$ cat src/include/tcu_regs.svh
// register offsets, field positions, codes and timing counts of the trace capture unit
// assumes the byte-addressed plain register port of tcu_top, one 32-bit word per register
`ifndef TCU_REGS_SVH
`define TCU_REGS_SVH
// register offsets
`define TCU_OFS_CTRL 8'h00
`define TCU_OFS_CMD 8'h04
`define TCU_OFS_ARG_MOTOR 8'h08
`define TCU_OFS_ARG_VAR 8'h0c
`define TCU_OFS_ARG_VALUE 8'h10
`define TCU_OFS_RESULT 8'h14
`define TCU_OFS_BUF_BASE 8'h18
`define TCU_OFS_BUF_LEN 8'h1c
`define TCU_OFS_BUF_WPTR 8'h20
`define TCU_OFS_STATUS 8'h24
`define TCU_OFS_MASK 8'h28
// control fields: start, stop (trace_stop_condition_cmd), running on read
`define TCU_CTRL_START 0
`define TCU_CTRL_STOP 1
// command word fields
`define TCU_CMD_CODE_MSB 7
`define TCU_CMD_CARD_LSB 8
`define TCU_CMD_CARD_MSB 12
`define TCU_CMD_GET 16
// command codes
`define TCU_CODE_VAR 8'hc8
`define TCU_CODE_PERIOD 8'hc9
`define TCU_CODE_SAMPLES 8'hca
`define TCU_CODE_MODE 8'hcb
// readback word of a trace variable: type, variable id, motor
`define TCU_VW_TYPE_LSB 0
`define TCU_VW_VAR_LSB 8
`define TCU_VW_MOTOR_LSB 16
// status / mask bits
`define TCU_ST_DONE 0
`define TCU_ST_WRAP 1
`define TCU_ST_CFG_ERR 2
`define TCU_ST_CMD_ERR 3
// argument limits
`define TCU_PERIOD_MAX 32'h0000fde8
`define TCU_TYPE_MAX 32'h0000000f
`define TCU_VAR_MAX 32'h00000008
`define TCU_MODE_MAX 32'h00000001
// reset values
`define TCU_RST_PERIOD 16'h0001
`define TCU_RST_LEN 32'h00000000
// timing: chipset cycle and clock period in ns
`define TCU_CHIP_CYCLE_NS 614400
`define TCU_CLK_NS 5
`define TCU_CHIP_CYCLE_CLKS (`TCU_CHIP_CYCLE_NS / `TCU_CLK_NS)
`define TCU_MAX_PER_PERIOD 3'h4
`endif

$ cat src/include/tcu_pkg.sv
// types of the trace capture unit: engine states, traced quantities, trace modes
// assumes nothing of its surroundings
package tcu_pkg;
	typedef enum logic [3:0] {
		ST_IDLE = 4'h1,
		ST_WAIT = 4'h2,
		ST_SEL = 4'h4,
		ST_STORE = 4'h8
	} tcu_state_e;
	typedef enum logic [3:0] {
		VT_NONE = 4'h0, VT_CMD_POS = 4'h1, VT_CMD_VEL = 4'h2, VT_CMD_ACC = 4'h3,
		VT_ACT_POS = 4'h4, VT_ACT_VEL = 4'h5, VT_POS_ERR = 4'h6, VT_PID_ERR = 4'h7,
		VT_EVT_STAT = 4'h8, VT_ACT_STAT = 4'h9, VT_SIG_STAT = 4'ha, VT_INTEGRAL = 4'hb,
		VT_DERIV = 4'hc, VT_MOTOR_CMD = 4'hd, VT_CAPTURE = 4'he, VT_CHIP_TIME = 4'hf
	} tcu_var_type_e;
	typedef enum logic {
		single_pass_capture = 1'b0,
		rolling_capture = 1'b1
	} tcu_mode_e;
endpackage : tcu_pkg

$ cat src/tcu_top.sv
// trace capture unit: samples up to four selected axis quantities each trace period
// assumes a value source answering one cycle after the select, and a buffer write port
// that never stalls; everything on clk
`timescale 1ns/1ps
`include "tcu_regs.svh"

// Notes on behaviour
// - up to four slots stored per period
// - variable command: card, motor, slot, type
// - type code names the traced quantity
// - samples go to consecutive buffer addresses
// - single pass stops when buffer full
// - rolling wraps to buffer start, keeps storing
// - rolling runs until stop, never on full
// - mode command takes only zero or one
// - mode can be read back
// - period counts chipset cycles of 614.4 us
// - trace period measured in chipset cycles
// - buffer setup changes while running refused, flagged
module tcu_top #(
	parameter int CARD_NUM = 1,
	parameter int MOTOR_CHIPS = 2,
	parameter int CYCLE_CLKS = `TCU_CHIP_CYCLE_CLKS
) (
	// clock and reset
	input wire logic clk,
	input wire logic nrst,
	// register port
	input wire logic [7:0] reg_addr,
	input wire logic [31:0] reg_wdata,
	input wire logic reg_wr,
	input wire logic reg_rd,
	output logic [31:0] reg_rdata_q,
	// traced value source
	output logic [3:0] src_motor_q,
	output tcu_pkg::tcu_var_type_e src_type_q,
	input wire logic [31:0] src_value,
	// trace buffer write port
	output logic mem_we_q,
	output logic [31:0] mem_addr_q,
	output logic [31:0] mem_wdata_q,
	// status
	output logic running_q,
	output logic irq_q
);
	logic rst_meta_q;
	logic rst_n_q;
	tcu_pkg::tcu_state_e state_q;
	logic [7:0] slot_q [8];
	logic [31:0] arg_motor_q, arg_var_q, arg_value_q, result_q;
	logic [31:0] base_q, len_q, wptr_q;
	logic [15:0] period_q, per_cnt_q;
	tcu_pkg::tcu_mode_e mode_q;
	logic [3:0] status_q, mask_q, status_set;
	logic [16:0] tick_cnt_q;
	logic tick_q;
	logic [3:0] idx_q;
	logic [2:0] stored_q;
	logic cmd_wr, cmd_get, motor_ok, var_ok, type_ok, period_ok, mode_ok;
	logic set_var, set_period, set_len, set_mode, cmd_bad, cfg_wr, cfg_refused;
	logic last_loc, start_ok;
	logic [7:0] code;
	logic [2:0] var_idx;

	// reset release through two flops; assertion stays asynchronous
	always_ff @(posedge clk or negedge nrst) begin
		if (!nrst) begin
			rst_meta_q <= 1'b0;
			rst_n_q <= 1'b0;
		end else begin
			rst_meta_q <= 1'b1;
			rst_n_q <= rst_meta_q;
		end
	end

	// command decode; a word for another card is ignored without error
	always_comb begin
		code = reg_wdata[`TCU_CMD_CODE_MSB:0];
		cmd_wr = reg_wr && reg_addr == `TCU_OFS_CMD &&
			32'(reg_wdata[`TCU_CMD_CARD_MSB:`TCU_CMD_CARD_LSB]) == CARD_NUM;
		cmd_get = reg_wdata[`TCU_CMD_GET];
		motor_ok = arg_motor_q != 32'h0 && arg_motor_q <= 32'(4 * MOTOR_CHIPS);
		var_ok = arg_var_q != 32'h0 && arg_var_q <= `TCU_VAR_MAX;
		type_ok = arg_value_q <= `TCU_TYPE_MAX;
		period_ok = arg_value_q != 32'h0 && arg_value_q <= `TCU_PERIOD_MAX;
		mode_ok = arg_value_q <= `TCU_MODE_MAX;
		var_idx = 3'(arg_var_q - 32'h1);
		set_var = cmd_wr && !cmd_get && code == `TCU_CODE_VAR && motor_ok && var_ok && type_ok;
		set_period = cmd_wr && !cmd_get && code == `TCU_CODE_PERIOD && period_ok;
		set_mode = cmd_wr && !cmd_get && code == `TCU_CODE_MODE && mode_ok;
		set_len = cmd_wr && !cmd_get && code == `TCU_CODE_SAMPLES && arg_value_q != 32'h0;
		cmd_bad = cmd_wr && !cmd_get && !(set_var || set_period || set_mode || set_len);
		// buffer setup while running is dropped and flagged
		cfg_wr = set_len || (reg_wr && (reg_addr == `TCU_OFS_BUF_BASE ||
			reg_addr == `TCU_OFS_BUF_LEN || reg_addr == `TCU_OFS_BUF_WPTR));
		cfg_refused = cfg_wr && running_q;
		last_loc = wptr_q + 32'h1 >= len_q;
		start_ok = reg_wr && reg_addr == `TCU_OFS_CTRL && reg_wdata[`TCU_CTRL_START] &&
			len_q != 32'h0 && wptr_q < len_q;
	end

	// argument latches, free to change at any time
	always_ff @(posedge clk or negedge rst_n_q) begin
		if (!rst_n_q) begin
			arg_motor_q <= 32'h0;
			arg_var_q <= 32'h0;
			arg_value_q <= 32'h0;
		end else if (reg_wr) begin
			if (reg_addr == `TCU_OFS_ARG_MOTOR) begin
				arg_motor_q <= reg_wdata;
			end else if (reg_addr == `TCU_OFS_ARG_VAR) begin
				arg_var_q <= reg_wdata;
			end else if (reg_addr == `TCU_OFS_ARG_VALUE) begin
				arg_value_q <= reg_wdata;
			end
		end
	end

	// eight selection slots, each motor and type code
	for (genvar g = 0; g < 8; g++) begin : g_slot
		always_ff @(posedge clk or negedge rst_n_q) begin
			if (!rst_n_q) begin
				slot_q[g] <= 8'h00;
			end else if (set_var && var_idx == 3'(g)) begin
				slot_q[g] <= {arg_motor_q[3:0], arg_value_q[3:0]};
			end
		end
	end

	// period and mode settings; readback answers land in the result register
	always_ff @(posedge clk or negedge rst_n_q) begin
		if (!rst_n_q) begin
			period_q <= `TCU_RST_PERIOD;
			mode_q <= tcu_pkg::single_pass_capture;
			result_q <= 32'h0;
		end else begin
			if (set_period) begin
				period_q <= arg_value_q[15:0];
			end
			if (set_mode) begin
				mode_q <= tcu_pkg::tcu_mode_e'(arg_value_q[0]);
			end
			if (cmd_wr && cmd_get) begin
				if (code == `TCU_CODE_VAR) begin
					result_q <= 32'(slot_q[var_idx][3:0]) << `TCU_VW_TYPE_LSB |
						32'(arg_var_q[3:0]) << `TCU_VW_VAR_LSB |
						32'(slot_q[var_idx][7:4]) << `TCU_VW_MOTOR_LSB;
				end else if (code == `TCU_CODE_PERIOD) begin
					result_q <= 32'(period_q);
				end else if (code == `TCU_CODE_SAMPLES) begin
					result_q <= len_q;
				end else if (code == `TCU_CODE_MODE) begin
					result_q <= 32'(mode_q);
				end
			end
		end
	end

	// chipset cycle tick: one per time needed to serve all axes
	always_ff @(posedge clk or negedge rst_n_q) begin
		if (!rst_n_q) begin
			tick_cnt_q <= 17'h0;
			tick_q <= 1'b0;
		end else begin
			tick_q <= tick_cnt_q == 17'(CYCLE_CLKS - 1);
			tick_cnt_q <= tick_cnt_q == 17'(CYCLE_CLKS - 1) ? 17'h0 : tick_cnt_q + 17'h1;
		end
	end

	// capture engine; the buffer setup lives here since the engine moves the write position
	always_ff @(posedge clk or negedge rst_n_q) begin
		if (!rst_n_q) begin
			state_q <= tcu_pkg::ST_IDLE;
			running_q <= 1'b0;
			base_q <= 32'h0;
			len_q <= `TCU_RST_LEN;
			wptr_q <= 32'h0;
			per_cnt_q <= 16'h0;
			idx_q <= 4'h0;
			stored_q <= 3'h0;
			src_motor_q <= 4'h0;
			src_type_q <= tcu_pkg::VT_NONE;
			mem_we_q <= 1'b0;
			mem_addr_q <= 32'h0;
			mem_wdata_q <= 32'h0;
		end else begin
			mem_we_q <= 1'b0;
			if (!running_q && cfg_wr) begin
				if (set_len || reg_addr == `TCU_OFS_BUF_LEN) begin
					len_q <= set_len ? arg_value_q : reg_wdata;
				end else if (reg_addr == `TCU_OFS_BUF_BASE) begin
					base_q <= reg_wdata;
				end else begin
					wptr_q <= reg_wdata;
				end
			end
			if (reg_wr && reg_addr == `TCU_OFS_CTRL && reg_wdata[`TCU_CTRL_STOP]) begin
				// host stop condition ends either mode
				state_q <= tcu_pkg::ST_IDLE;
				running_q <= 1'b0;
			end else begin
				case (state_q)
					tcu_pkg::ST_IDLE: begin
						per_cnt_q <= 16'h0;
						if (start_ok) begin
							running_q <= 1'b1;
							state_q <= tcu_pkg::ST_WAIT;
						end
					end
					tcu_pkg::ST_WAIT: begin
						if (tick_q) begin
							// sample once every period_q chipset cycles
							if (per_cnt_q >= period_q - 16'h1) begin
								per_cnt_q <= 16'h0;
								idx_q <= 4'h0;
								stored_q <= 3'h0;
								state_q <= tcu_pkg::ST_SEL;
							end else begin
								per_cnt_q <= per_cnt_q + 16'h1;
							end
						end
					end
					tcu_pkg::ST_SEL: begin
						if (idx_q == 4'h8 || stored_q == `TCU_MAX_PER_PERIOD) begin
							state_q <= tcu_pkg::ST_WAIT;
						end else if (slot_q[idx_q[2:0]][3:0] == 4'h0) begin
							idx_q <= idx_q + 4'h1;
						end else begin
							src_motor_q <= slot_q[idx_q[2:0]][7:4];
							src_type_q <= tcu_pkg::tcu_var_type_e'(slot_q[idx_q[2:0]][3:0]);
							state_q <= tcu_pkg::ST_STORE;
						end
					end
					tcu_pkg::ST_STORE: begin
						// source answers one cycle after the select
						mem_we_q <= 1'b1;
						mem_addr_q <= base_q + wptr_q;
						mem_wdata_q <= src_value;
						stored_q <= stored_q + 3'h1;
						idx_q <= idx_q + 4'h1;
						if (!last_loc) begin
							wptr_q <= wptr_q + 32'h1;
							state_q <= tcu_pkg::ST_SEL;
						end else if (mode_q == tcu_pkg::rolling_capture) begin
							wptr_q <= 32'h0;
							state_q <= tcu_pkg::ST_SEL;
						end else begin
							// write position parked at the end until the host resets it
							wptr_q <= wptr_q + 32'h1;
							running_q <= 1'b0;
							state_q <= tcu_pkg::ST_IDLE;
						end
					end
					default: begin
						state_q <= tcu_pkg::ST_IDLE;
					end
				endcase
			end
		end
	end

	// sticky events; a new event in the clearing cycle survives
	always_comb begin
		status_set = 4'h0;
		status_set[`TCU_ST_DONE] = state_q == tcu_pkg::ST_STORE && last_loc &&
			mode_q == tcu_pkg::single_pass_capture;
		status_set[`TCU_ST_WRAP] = state_q == tcu_pkg::ST_STORE && last_loc &&
			mode_q == tcu_pkg::rolling_capture;
		status_set[`TCU_ST_CFG_ERR] = cfg_refused;
		status_set[`TCU_ST_CMD_ERR] = cmd_bad;
	end

	always_ff @(posedge clk or negedge rst_n_q) begin
		if (!rst_n_q) begin
			status_q <= 4'h0;
			mask_q <= 4'h0;
			irq_q <= 1'b0;
		end else begin
			if (reg_wr && reg_addr == `TCU_OFS_STATUS) begin
				status_q <= (status_q & ~reg_wdata[3:0]) | status_set;
			end else begin
				status_q <= status_q | status_set;
			end
			if (reg_wr && reg_addr == `TCU_OFS_MASK) begin
				mask_q <= reg_wdata[3:0];
			end
			irq_q <= |(status_q & mask_q);
		end
	end

	// read data only in the cycle after the strobe; unmapped reads as zero
	always_ff @(posedge clk or negedge rst_n_q) begin
		if (!rst_n_q) begin
			reg_rdata_q <= 32'h0;
		end else if (!reg_rd) begin
			reg_rdata_q <= 32'h0;
		end else if (reg_addr == `TCU_OFS_CTRL) begin
			reg_rdata_q <= {31'h0, running_q};
		end else if (reg_addr == `TCU_OFS_ARG_MOTOR) begin
			reg_rdata_q <= arg_motor_q;
		end else if (reg_addr == `TCU_OFS_ARG_VAR) begin
			reg_rdata_q <= arg_var_q;
		end else if (reg_addr == `TCU_OFS_ARG_VALUE) begin
			reg_rdata_q <= arg_value_q;
		end else if (reg_addr == `TCU_OFS_RESULT) begin
			reg_rdata_q <= result_q;
		end else if (reg_addr == `TCU_OFS_BUF_BASE) begin
			reg_rdata_q <= base_q;
		end else if (reg_addr == `TCU_OFS_BUF_LEN) begin
			reg_rdata_q <= len_q;
		end else if (reg_addr == `TCU_OFS_BUF_WPTR) begin
			reg_rdata_q <= wptr_q;
		end else if (reg_addr == `TCU_OFS_STATUS) begin
			reg_rdata_q <= {28'h0, status_q};
		end else if (reg_addr == `TCU_OFS_MASK) begin
			reg_rdata_q <= {28'h0, mask_q};
		end else begin
			reg_rdata_q <= 32'h0;
		end
	end
endmodule : tcu_top

$ cat config.mk
export PLATFORM = sky130hd
export DESIGN_NAME = tcu_top
export DESIGN_NICKNAME = d
export VERILOG_FILES = /design/src/include/tcu_pkg.sv /design/src/tcu_top.sv
export VERILOG_INCLUDE_DIRS = /design/src /design/src/include
export SDC_FILE = /design/constraint.sdc
export NUM_CORES = 1
export LEC_CHECK = 0
export ABC_AREA = 1
export ABC_CLOCK_PERIOD_IN_PS = 28300
export BUFFER_PORTS_ARGS = -buffer_cell sky130_fd_sc_hd__buf_2
export CAP_MARGIN = 20
export CORE_MARGIN = 3
export CORE_UTILIZATION = 45
export CTS_CLUSTER_DIAMETER = 100
export DETAILED_ROUTE_END_ITERATION = 10
export PLACE_DENSITY_LB_ADDON = 0.05
export SYNTH_ARGS = -nofsm -noshare
export SYNTH_HDL_FRONTEND = slang
export SYNTH_SLANG_ARGS = --single-unit
$ cat constraint.sdc
create_clock -name clk -period 28.3 [get_ports clk]
set_clock_uncertainty 0.05 [all_clocks]
set_input_delay 1.415 -clock clk [delete_from_list [all_inputs] [get_ports clk]]
set_output_delay 1.415 -clock clk [all_outputs]
set_load 0.03 [all_outputs]
==> qor.yml <==
status: "finished, final reports clean"
startpoint_type: "input pin"
yosysWarnings: 0
layout-drive-gt1-share_pct: 9.27
cp.required_ps: 28780
synth_cell_types: 61
drv_cap: 0
grt.overflow.total: 0
fin_hold_ws_ps: 318
clockBufferDepth: 3
finalHoldViolations: 0
synth_commonest_cells: "1056 x nand2_1, 465 x dfrtp_1, 396 x o21ai_0, 351 x inv_1, 227 x nor2_1"
die_y_um: 251
die_width_um: 251
synth_edf_count: 0
layout_min_cycle_time_ps: 4830
dieArea_um2: 62900
antenna_found_initial: 0
critPathKind: "input pin to flip-flop"
post-place-ws_ps: 22910
synthToLayoutAreaGrowth_pct: 12.4
regArea_um2: 11700
drt_first_iter_violations: 2030
crit_slowest_cell: "nand2_1"
syn_nets: 3771
clk_pin_slew_worst_paths_ps: 60
routabilityCongestion: 0.952
synthCells: 3570
dpl.cell_count: 4403
path_common_cell: "nand2_2"
fillers: 5758
async_flop_share_pct: 100
setup_viol: 0
htreeDepth: 2
synth_area_um2: 27000
syn_avg_cell_area_um2: 7.56
initial_core_util_pct: 45.6
tightest_slew_ps: 1090
synthDominantCellAreaShare_pct: 43.1
path_max_fanout: 63
slew_viol_final: 0
p_per_area_nw_per_um2: 75.2
fmax_mhz: 207
portBuffers: 182
worstPathArrival_ps: 5310
synth_most_common_cell: "nand2_1"
via_per_inst: 5.56
relSlewSlack_pct: 27.0
peakVddDrop_mv: 0.0611
ios: 183
core_um2: 59100
stdcell_count: 4497
crit_chain: "buf_2 -> inv_1 -> nand2_1 -> nor3_1 -> nand2_2 -> nand2_1 -> o21ai_0 -> nand2_2 -> nand2_2 -> clkinv_2 -> nand2_2 -> inv_2 -> o21ai_0"
cts.sinks: 467
clockRootBuffer: "clkbuf_16"
p_leak_nw: 15.3
ys_ff_latch: 467
rsz0062_at_grt: "no"
grt_pass1_vias: 24200
slowest_delay_ps: 840
finish.instance_area_um2: 30300
post_cts_buffers: 0
place_hpwl_um: 67400
endpoint_kind: "flip-flop"
cts_tree: "yes"
ys.flop_type: "dfrtp_1"
synth_top_area_cell: "dfrtp_1"
cts_resized: 0
drc: 0
yosysSeqAreaShare_pct: 43.3
cts_buffers: 54
firstDrtPassIters: 7
clk_latency_ps: 630
antenna_left: 0
multi_input_area_um2: 13300
wire_per_inst_um: 20.4
power_mw: 2.28
synth.area.top_cells: "dfrtp_1 43%, nand2_1 15%, o21ai_0 7.3%"
cts-hold-fix-buffers: 0
period_share_pct: 17.1
worst_slack_ps: 23470
wirelength_um: 91700
final_nets: 3890
fin_setup_tns_ps: 0
final_util_pct: 51.3
hold_path_class: "flip-flop to flip-flop"
grt_max_degree: 173
grt_pass1_wl_um: 142000
dpl_cell_area_um2: 28500
grt_util_all_layers_pct: 28.7
vias: 25000
rows: 89
## cell families (layout without fill, tap and decap cells)
group	after synthesis	count (layout)	share of synthesized area, %
fa+ha+maj	125	125	5.82
flops	467	467	43.3
xor+xnor	70	70	2.34
other cells	1	2	0.0139
compound gates	789	789	15.8
buf+inv	504	657	7.37
simple gates	1614	1614	25.3
## state kept, by name (all words and copies together) (netlist names), 16 cells and up
name and flops:
len_q 32, mem_addr_q 32, arg_motor_q 32, base_q 32, reg_rdata_q 32, tick_cnt_q 17
mem_wdata_q 32, period_q 16, arg_value_q 32, per_cnt_q 16, slot_q 64, result_q 32
wptr_q 32, arg_var_q 32
## critical path: cells and delay by family
kind | cells | cell delay, ps
simple gates | 7 | 2640
compound gates | 2 | 710
buf+inv | 4 | 500
## layer usage
metal	track usage (%)	wire length, um	up-vias
met3	3.71	5320	162
met2	50.0	44800	829
met5	0	0	-
met1	37.6	38700	12000
met4	8.62	2910	0
li1	-	-	12000
## report_power, final
| part | leakage, nW | switching (mW) | internal [mW] |
|---|---|---|---|
| Clock | 0.888 | 0.291 | 0.433 |
| Sequential | 6.24 | 0.0730 | 0.730 |
| Combinational | 8.16 | 0.525 | 0.232 |
## area by class of cell
type / instances / share of cell area (%)
Tap cell: 773 / 3.19
Inverter: 361 / 4.47
Antenna cell: 1 / 0.00825
Timing Repair Buffer: 206 / 3.85
Sequential cell: 467 / 38.5
Clock buffer: 76 / 5.09
Clock inverter: 14 / 0.870
Multi-Input combinational cell: 2599 / 44.0
## worst paths after layout
check / start / endpoint / slack, ps / depth (start not counted)
min in group asynchronous: rst_n_q$_DFF_PN0_ / per_cnt_q[15]$_DFFE_PN0P_ / 380 / 0
worst min register to register: rst_meta_q$_DFF_PN0_ / rst_n_q$_DFF_PN0_ / 320 / 0
worst max register to register: wptr_q[1]$_DFF_PN0_ / wptr_q[20]$_DFF_PN0_ / 23600 / 17
worst max-delay path: reg_addr[6] / len_q[9]$_DFFE_PN0P_ / 23470 / 13
worst min-delay path: rst_meta_q$_DFF_PN0_ / rst_n_q$_DFF_PN0_ / 320 / 0
max in group asynchronous: rst_n_q$_DFF_PN0_ / mem_addr_q[23]$_DFFE_PN0P_ / 25420 / 2
## cells in the final DEF, fill, tap and decap left out, types with 4 or more instances in the layout
cell type / n
nand3_1: 159
a31oi_1: 21
xor2_1: 53
nand3_4: 9
o31ai_1: 13
nand3b_1: 7
clkbuf_16: 54
o211ai_1: 13
o21ai_2: 6
xnor2_1: 16
dfrtp_1: 464
buf_12: 4
bufinv_16: 6
clkbuf_8: 11
o2111ai_1: 6
o22ai_1: 11
a21oi_1: 177
buf_4: 18
clkbuf_1: 11
or2_2: 7
o21a_1: 11
nor3_1: 48
nand2_1: 1052
nor4_1: 23
a41oi_1: 13
nand2_2: 9
inv_2: 6
nor3b_1: 4
buf_2: 182
o21ai_0: 396
o21ai_1: 91
a22oi_1: 13
clkinv_2: 6
inv_1: 351
nor2_2: 5
ha_1: 124
nand4_1: 46
nor2_1: 224
Note: power is estimated with default switching activity, not from simulation.
